### src/rtl/ee_pkg.sv
// constants, register map and types of the emulated nonvolatile store access block
package ee_pkg;
  // ****************************************
  // clock and timing
  // ****************************************
  localparam int CLK_MHZ = 200;
  localparam int PROG_BASE_TIME_US = 2000;
  localparam int PROG_BASE_CYCLES = PROG_BASE_TIME_US * CLK_MHZ;
  localparam int READ_TIME_NS = 20;
  localparam int READ_CYCLES = (READ_TIME_NS * CLK_MHZ + 999) / 1000;
  localparam int CNT_W = 24;
  // ****************************************
  // array geometry
  // ****************************************
  localparam int WORD_W = 15;
  localparam int ADDR_W = 5;
  localparam int NUM_WORDS = 32;
  localparam int PAGE_WORDS = 16;
  localparam int UNIT_WORDS = 4;
  localparam int DATA_REGS = 4;
  localparam int STEP_W = 5;
  localparam int PAGE_BIT = 4;
  localparam int UNIT_HI = 4;
  localparam int UNIT_LO = 2;
  localparam int LOW_W = 8;
  localparam int HIGH_W = 7;
  // ****************************************
  // register word indexes (byte address = 4 * index)
  // ****************************************
  localparam logic [5:0] IDX_ADDR = 6'h00;
  localparam logic [5:0] IDX_DATA_FIRST = 6'h01;
  localparam logic [5:0] IDX_DATA_LAST = 6'h08;
  localparam logic [5:0] IDX_CTRL = 6'h09;
  localparam int IDX_LO = 2;
  localparam int IDX_HI = 7;
  localparam int DECODE_TOP = 8;
  // ****************************************
  // control register fields and reset values
  // ****************************************
  localparam int BIT_READ_TRIG = 0;
  localparam int BIT_READ_EN = 1;
  localparam int BIT_WRITE_TRIG = 2;
  localparam int BIT_WRITE_EN = 3;
  localparam int BIT_ERASE_TRIG = 4;
  localparam int BIT_ERASE_EN = 5;
  localparam int TIME_SEL_LO = 6;
  localparam int TIME_SEL_HI = 7;
  localparam logic [ADDR_W-1:0] ADDR_RESET = 5'h00;
  localparam logic [WORD_W-1:0] DATA_RESET = 15'h0000;
  localparam logic [7:0] CTRL_RESET = 8'h00;
  localparam int TRANS_ACTIVE_BIT = 1;
  // ****************************************
  // operation states
  // ****************************************
  typedef enum logic [1:0] {
    ST_IDLE = 2'b00,
    ST_ERASE = 2'b01,
    ST_WRITE = 2'b10,
    ST_READ = 2'b11
  } op_state_e;
endpackage

### src/rtl/ee_array_if.sv
// port bundle between the access controller and the storage array
`timescale 1ns/1ps
`default_nettype none
interface ee_array_if
  import ee_pkg::*;
();
  logic we;
  logic [ADDR_W-1:0] waddr;
  logic [WORD_W-1:0] wdata;
  logic [ADDR_W-1:0] raddr;
  logic [WORD_W-1:0] rdata;
  modport ctrl (output we, output waddr, output wdata, output raddr, input rdata);
  modport mem (input we, input waddr, input wdata, input raddr, output rdata);
endinterface
`default_nettype wire

### src/rtl/ee_store.sv
// 32 x 15 storage array with registered read data
`timescale 1ns/1ps
`default_nettype none
module ee_store
  import ee_pkg::*;
(
  input wire logic hclk,
  ee_array_if.mem arr
);
  typedef struct packed {
    logic [NUM_WORDS-1:0][WORD_W-1:0] words;
    logic [WORD_W-1:0] rdata;
  } store_s;

  store_s r;
  store_s n;

  // ****************************************
  // array update, no reset so contents survive
  // ****************************************
  always_comb
  begin
    n = r;
    if (arr.we)
    begin
      n.words[arr.waddr] = arr.wdata;
    end
    n.rdata = r.words[arr.raddr];
  end

  always_ff @(posedge hclk)
  begin
    r <= n;
  end

  assign arr.rdata = r.rdata;
endmodule
`default_nettype wire

### src/rtl/ee_access.sv
// emulated nonvolatile store access logic with ahb-lite register slave
// Contract
// array holds 32 words of 15 bits
// erase page, write four words, read one
// erase page picked by address bit 4
// write unit picked by address bits 4:2
// software erases page before writing it
// address register five bits, upper read zero
// data words split low/high byte, top zero
// time select 2, 4, 8, 16 ms
// erase enable required, cleared at end
// erase trigger needs enable, clears when done
// write enable required, cleared at end
// write trigger needs enable, clears when done
// read enable required, never auto cleared
// read trigger needs enable, clears when done
// trigger must follow enable write directly; read trigger only needs enable already set
// enable and trigger never in one write
// processor halted while operation runs
// software ensures clocks before erase/write
// software masks interrupts around activation
// erased page reads all zero
// read result held in first data pair
// software loads address and data before write
// software avoids sleep during operations
// data pair n goes to unit word n
// ignored trigger leaves everything untouched
`timescale 1ns/1ps
`default_nettype none
module ee_access
  import ee_pkg::*;
#(
  parameter int unsigned prog_base_cycles = PROG_BASE_CYCLES
)
(
  input wire logic hclk,
  input wire logic hresetn,
  input wire logic hsel,
  input wire logic [31:0] haddr,
  input wire logic [1:0] htrans,
  input wire logic hwrite,
  input wire logic [2:0] hsize,
  input wire logic [31:0] hwdata,
  input wire logic hready,
  output logic hreadyout,
  output logic [31:0] hrdata,
  output logic hresp,
  output logic cpu_halt
);
  // ****************************************
  // state
  // ****************************************
  typedef struct packed {
    logic [ADDR_W-1:0] addr;
    logic [DATA_REGS-1:0][WORD_W-1:0] data;
    logic [7:0] ctrl;
    logic arm_erase;
    logic arm_write;
    op_state_e state;
    logic [CNT_W-1:0] cnt;
    logic [CNT_W-1:0] last;
    logic [STEP_W-1:0] step;
    logic mem_we;
    logic [ADDR_W-1:0] mem_waddr;
    logic [WORD_W-1:0] mem_wdata;
    logic [ADDR_W-1:0] mem_raddr;
    logic dp_valid;
    logic dp_write;
    logic dp_hit;
    logic [5:0] dp_idx;
    logic hreadyout;
    logic [31:0] hrdata;
    logic resp;
    logic halt;
  } access_s;

  access_s r;
  access_s n;
  ee_array_if arr ();

  ee_store u_store (
    .hclk(hclk),
    .arr(arr.mem)
  );

  // ****************************************
  // decode helpers
  // ****************************************
  function automatic logic is_data(input logic [5:0] idx);
    is_data = (idx >= IDX_DATA_FIRST) && (idx <= IDX_DATA_LAST);
  endfunction

  function automatic logic [1:0] data_word(input logic [5:0] idx);
    logic [5:0] rel;
    rel = idx - IDX_DATA_FIRST;
    data_word = rel[2:1];
  endfunction

  function automatic logic data_high(input logic [5:0] idx);
    logic [5:0] rel;
    rel = idx - IDX_DATA_FIRST;
    data_high = rel[0];
  endfunction

  function automatic logic [31:0] reg_read(input access_s s);
    logic [WORD_W-1:0] w;
    reg_read = 32'h00000000;
    w = s.data[data_word(s.dp_idx)];
    if (s.dp_hit)
    begin
      if (s.dp_idx == IDX_ADDR)
      begin
        reg_read = 32'(s.addr);
      end
      else if (s.dp_idx == IDX_CTRL)
      begin
        reg_read = 32'(s.ctrl);
      end
      else if (is_data(s.dp_idx))
      begin
        if (data_high(s.dp_idx))
        begin
          reg_read = 32'(w[WORD_W-1:LOW_W]);
        end
        else
        begin
          reg_read = 32'(w[LOW_W-1:0]);
        end
      end
    end
  endfunction

  // ****************************************
  // next state
  // ****************************************
  always_comb
  begin
    logic fire;
    logic [7:0] w;
    logic [7:0] old;
    logic [1:0] wi;
    logic [CNT_W-1:0] prog_last;
    fire = 1'b0;
    w = 8'h00;
    old = 8'h00;
    wi = 2'b00;
    prog_last = '0;
    n = r;
    n.resp = 1'b0;
    n.mem_we = 1'b0;
    fire = r.dp_valid && r.hreadyout;
    w = hwdata[7:0];
    old = r.ctrl;
    wi = data_word(r.dp_idx);
    prog_last = (CNT_W'(prog_base_cycles) << r.ctrl[TIME_SEL_HI:TIME_SEL_LO]) - 1'b1;

    // register writes in the data phase
    if (fire)
    begin
      n.arm_erase = 1'b0;
      n.arm_write = 1'b0;
    end
    if (fire && r.dp_write && r.dp_hit)
    begin
      if (r.dp_idx == IDX_ADDR)
      begin
        n.addr = w[ADDR_W-1:0];
      end
      else if (is_data(r.dp_idx))
      begin
        if (data_high(r.dp_idx))
        begin
          n.data[wi][WORD_W-1:LOW_W] = w[HIGH_W-1:0];
        end
        else
        begin
          n.data[wi][LOW_W-1:0] = w;
        end
      end
      else if (r.dp_idx == IDX_CTRL)
      begin
        n.ctrl = w;
        n.ctrl[BIT_ERASE_TRIG] = 1'b0;
        n.ctrl[BIT_WRITE_TRIG] = 1'b0;
        n.ctrl[BIT_READ_TRIG] = 1'b0;
        n.arm_erase = w[BIT_ERASE_EN] && !w[BIT_ERASE_TRIG];
        n.arm_write = w[BIT_WRITE_EN] && !w[BIT_WRITE_TRIG];
        if (w[BIT_ERASE_TRIG] && w[BIT_ERASE_EN] && old[BIT_ERASE_EN] && r.arm_erase)
        begin
          n.ctrl[BIT_ERASE_TRIG] = 1'b1;
          n.state = ST_ERASE;
          n.last = (CNT_W'(prog_base_cycles) << w[TIME_SEL_HI:TIME_SEL_LO]) - 1'b1;
        end
        else if (w[BIT_WRITE_TRIG] && w[BIT_WRITE_EN] && old[BIT_WRITE_EN] && r.arm_write)
        begin
          n.ctrl[BIT_WRITE_TRIG] = 1'b1;
          n.state = ST_WRITE;
          n.last = (CNT_W'(prog_base_cycles) << w[TIME_SEL_HI:TIME_SEL_LO]) - 1'b1;
        end
        else if (w[BIT_READ_TRIG] && w[BIT_READ_EN] && old[BIT_READ_EN])
        begin
          n.ctrl[BIT_READ_TRIG] = 1'b1;
          n.state = ST_READ;
          n.last = CNT_W'(READ_CYCLES - 1);
        end
        if (n.state != ST_IDLE)
        begin
          n.cnt = '0;
          n.step = '0;
          n.mem_raddr = r.addr;
          n.hreadyout = 1'b0;
          n.halt = 1'b1;
        end
      end
    end

    // running operation
    if (r.state != ST_IDLE)
    begin
      n.cnt = r.cnt + 1'b1;
      if (r.state == ST_ERASE && r.step < STEP_W'(PAGE_WORDS))
      begin
        n.mem_we = 1'b1;
        n.mem_waddr = {r.addr[PAGE_BIT], r.step[3:0]};
        n.mem_wdata = DATA_RESET;
        n.step = r.step + 1'b1;
      end
      if (r.state == ST_WRITE && r.step < STEP_W'(UNIT_WORDS))
      begin
        n.mem_we = 1'b1;
        n.mem_waddr = {r.addr[UNIT_HI:UNIT_LO], r.step[1:0]};
        n.mem_wdata = r.data[r.step[1:0]];
        n.step = r.step + 1'b1;
      end
      if (r.cnt == r.last)
      begin
        n.state = ST_IDLE;
        n.hreadyout = 1'b1;
        n.halt = 1'b0;
        unique case (r.state)
          ST_ERASE:
          begin
            n.ctrl[BIT_ERASE_EN] = 1'b0;
            n.ctrl[BIT_ERASE_TRIG] = 1'b0;
          end
          ST_WRITE:
          begin
            n.ctrl[BIT_WRITE_EN] = 1'b0;
            n.ctrl[BIT_WRITE_TRIG] = 1'b0;
          end
          ST_READ:
          begin
            n.ctrl[BIT_READ_TRIG] = 1'b0;
            n.data[0] = arr.rdata;
          end
          ST_IDLE:
          begin
            n.state = ST_IDLE;
          end
        endcase
      end
    end

    // address phase capture
    if (hready)
    begin
      n.dp_valid = hsel && htrans[TRANS_ACTIVE_BIT];
      n.dp_write = hwrite;
      n.dp_idx = haddr[IDX_HI:IDX_LO];
      n.dp_hit = (haddr[31:DECODE_TOP] == '0) && (haddr[IDX_HI:IDX_LO] <= IDX_CTRL);
    end
    n.hrdata = reg_read(n);
    if (prog_last == '0)
    begin
      n.last = n.last;
    end
  end

  // ****************************************
  // registers
  // ****************************************
  always_ff @(posedge hclk or negedge hresetn)
  begin
    if (!hresetn)
    begin
      r <= '0;
      r.addr <= ADDR_RESET;
      r.ctrl <= CTRL_RESET;
      r.state <= ST_IDLE;
      r.hreadyout <= 1'b1;
    end
    else
    begin
      r <= n;
    end
  end

  // ****************************************
  // outputs
  // ****************************************
  assign arr.we = r.mem_we;
  assign arr.waddr = r.mem_waddr;
  assign arr.wdata = r.mem_wdata;
  assign arr.raddr = r.mem_raddr;
  assign hreadyout = r.hreadyout;
  assign hrdata = r.hrdata;
  assign hresp = r.resp;
  assign cpu_halt = r.halt;
endmodule
`default_nettype wire

### config.mk
export PLATFORM = sky130hd
export DESIGN_NAME = ee_access
export DESIGN_NICKNAME = d
export VERILOG_FILES = /design/src/rtl/ee_pkg.sv /design/src/rtl/ee_array_if.sv /design/src/rtl/ee_store.sv /design/src/rtl/ee_access.sv
export SDC_FILE = /design/constraint.sdc
export NUM_CORES = 1
export LEC_CHECK = 0
export ABC_AREA = 1
export BUFFER_PORTS_ARGS = -buffer_cell sky130_fd_sc_hd__buf_4
export CAP_MARGIN = 10
export CORE_MARGIN = 10
export CORE_UTILIZATION = 45
export CTS_CLUSTER_DIAMETER = 120
export DETAILED_ROUTE_END_ITERATION = 16
export GPL_TIMING_DRIVEN = 0
export SYNTH_ARGS = -nofsm -noshare
export SYNTH_HDL_FRONTEND = slang
export SYNTH_HIERARCHICAL = 1
export SYNTH_SLANG_ARGS = --single-unit
### constraint.sdc
create_clock -name hclk -period 2.5 [get_ports hclk]
set_input_delay 0.125 -clock hclk [delete_from_list [all_inputs] [get_ports hclk]]
set_output_delay 0.125 -clock hclk [all_outputs]
set_load 0.02 [all_outputs]
==> reports/metrics.yaml <==
run_status:
  status: "finished, final reports clean"
logic_synthesis:
  async_reset_ff_frac: 0.2534
  yosys.area.top_type: "edfxtp_1"
  ys.flop_type: "edfxtp_1"
  avgSynthCellArea_um2: 10.06
  synth_top_cell_area_share: 0.4835
  yosysWarnings: 6
  syn_area_um2: 29810
  synth_edf_count: 480
  ys_seq_area_frac: 0.6346
  ys_types: 58
  syn_inst: 2965
  ys_seq_elements: 663
  synth.area.top_cells: "edfxtp_1, dfrtp_1, nand2_1"
sta:
  max_slew_margin: 0.3192
  fmax_mhz: 412.3
  hold_viol_final: 0
  setup_violations: 0
  rsz0062_at_grt: "true"
  min_period_over_period: 0.9702
  finalMaxSlewViolations: 0
  period_minus_slack_ns: 2.425
  clock_skew_ns: 0.01805
  tightest_slew_ns: 1.020
  setup_tns_ns: 0
final_layout:
  final_common_cell: "nand2_1"
  layout_common_cells: "nand2_1, nand3_1, edfxtp_1, inv_1, dfrtp_1"
  drive_gt1_frac: 0.1417
  n_antenna_cell: 0
  area_growth_pct: 16.54
  post-route-util: 0.5285
  fin_area_um2: 34740
  nets: 3275
placement:
  placed_area_um2: 31820
  io_buffers: 53
  place_congestion: 0.9232
  hpwl_um: 61300
floorplan:
  die_w_um: 277.4
  core_area_um2: 65750
  start_util: 0.4535
  rows: 94
  die_height_um: 277.4
  die_area_um2: 76950
  io_pins: 109
worst_setup_path:
  cp.required_ns: 2.73
  critPathLaunchType: "flop"
  path_max_fanout: 15
  crit_type: "reg2reg"
  crit_arrival_ns: 2.66
  critPathCaptureType: "flop"
clock_tree:
  cts_buffers: 72
  cts_sinks: 663
  htreeDepth: 3
  clk_pin_slew_worst_paths_ns: 0.06
  cts_tree: "built"
  clockBufferDepth: 3
  cts-root-buf: "clkbuf_16"
  clock_latency_ns: 0.62
grt:
  grt_first_pass_wirelength_um: 132700
  grt.overflow.total: 0
  grtUsageTotal: 0.2236
  antenna_found_initial: 1
  grt_pass1_vias: 22168
  grt_max_degree: 121
detailed_routing:
  drtIter0Drc: 2087
  ant_nets: 0
  post_drt_wl_per_cell_um: 21.34
  dr_total_vias: 22268
  drc: 0
  drt_first_pass_iters: 6
  wirelength_um: 87560
  viasPerCell: 5.426
power_and_ir_drop:
  power.density_nw_per_um2: 653.8
  p_leak_nw: 14.25
  ir_worst_vdd_v: 0.0005272
  finalPower_mw: 22.72
job:
  drv_cap: 0
hold_path:
  hold_class: "in2reg"
## per-layer routing
metal | vias up | wire (um) | global-route usage
met1 | 10824 | 35910 | 0.2876
met2 | 864 | 42220 | 0.3737
met5 | - | 0 | 0
met3 | 192 | 5942 | 0.03651
li1 | 10388 | - | -
met4 | 0 | 3489 | 0.08460
## cells in the mapped netlist, types with 7 or more instances
cell / count
nor3_1: 8
buf_2: 55
dfrtp_1: 167
nand2_2: 8
nor4_1: 8
inv_1: 169
a32o_1: 15
a21oi_1: 32
buf_6: 29
and2_1: 26
nand4_1: 23
nor2_1: 93
o22ai_1: 12
edfxtp_1: 480
nand3_1: 486
dfxtp_1: 15
o21ai_2: 9
xor2_1: 8
clkbuf_1: 36
o211ai_1: 9
ha_1: 14
xnor2_1: 7
nand2_1: 1012
buf_4: 68
o21ai_1: 23
nor2_4: 10
o21ai_0: 75
inv_2: 7
## cell families after synthesis
family | share of synthesized area
AO/OA/AOI/OAI | 0.04092
XOR/XNOR | 0.004952
adder cells (fa/ha/maj) | 0.005876
buffers and inverters | 0.06677
flip-flops | 0.6346
multiplexers | 0.0006715
other | 0.0001258
AND/OR/NAND/NOR | 0.2461
## registers in the layout (all words and copies together), names as in the netlist
register           flops
arr.we                 1
arr.wdata             15
arr.waddr              5
cpu_halt               1
arr.raddr              5
r                    132
hreadyout              1
u_store/arr.rdata     15
u_store/r            480
hrdata                 8
## power by group
part / internal (mW) / total (mW) / switching, mW / leakage [nW]
combinational: 0.247 / 0.727 / 0.480 / 7.72
clock: 5.98 / 10.3 / 4.30 / 1.11
sequential: 11.7 / 11.7 / 0.0141 / 5.42
total: 17.9 / 22.7 / 4.80 / 14.3
## critical path: stages (launching register included)
cell	delay, ns
dfrtp_1	0.41
inv_1	0.08
nand3_1	0.54
nor2_2	1.01
## per-stage QoR
| step | worst slack [ns] | cells | hold WS (ns) |
|---|---|---|---|
| after floorplan | 0.2879 | 2989 | -0.1706 |
| after global placement | -0.5600 | 3906 | 0.3414 |
| after detailed placement | -0.5287 | 3932 | 0.05896 |
| after CTS | 0.005718 | 4091 | 0.004024 |
| after global routing | -0.05063 | 4104 | 0.02985 |
| final | 0.07452 | 4104 | 0.03427 |
## final cells by class
cell class | count | area (um^2)
tap | 864 | 1081
sequential | 663 | 18930
inverter | 182 | 690.7
buffer | 193 | 1334
fill | 5737 | 31000
multi-input combinational | 1950 | 9185
timing repair buffer | 125 | 1264
clock buffer | 92 | 1928
clock inverter | 35 | 332.8
## timing repair
item	in CTS	in global routing
hold buffers	29	1
gates cloned	0	1
pin swaps	4	14
buffers inserted	4	10
setup endpoints to repair	55	65
resized for setup	18	45
endpoints found under the hold margin	199	1
## path summary, 6_finish.rpt
kind | from | endpoint | slack [ns] | cells past startpoint
setup / recovery | arr.waddr[0] | u_store/r[45] | 0.07 | 3
hold / removal | hready | r[38] | 0.03 | 4
setup reg to reg | arr.waddr[0] | u_store/r[45] | 0.07 | 3
hold reg to reg | r[185] | r[185] | 0.50 | 2
max in group asynchronous | hresetn | r[105] | 0.61 | 4
min in group asynchronous | hresetn | r[116] | 0.51 | 3
Power figures use the tool's default switching activity.
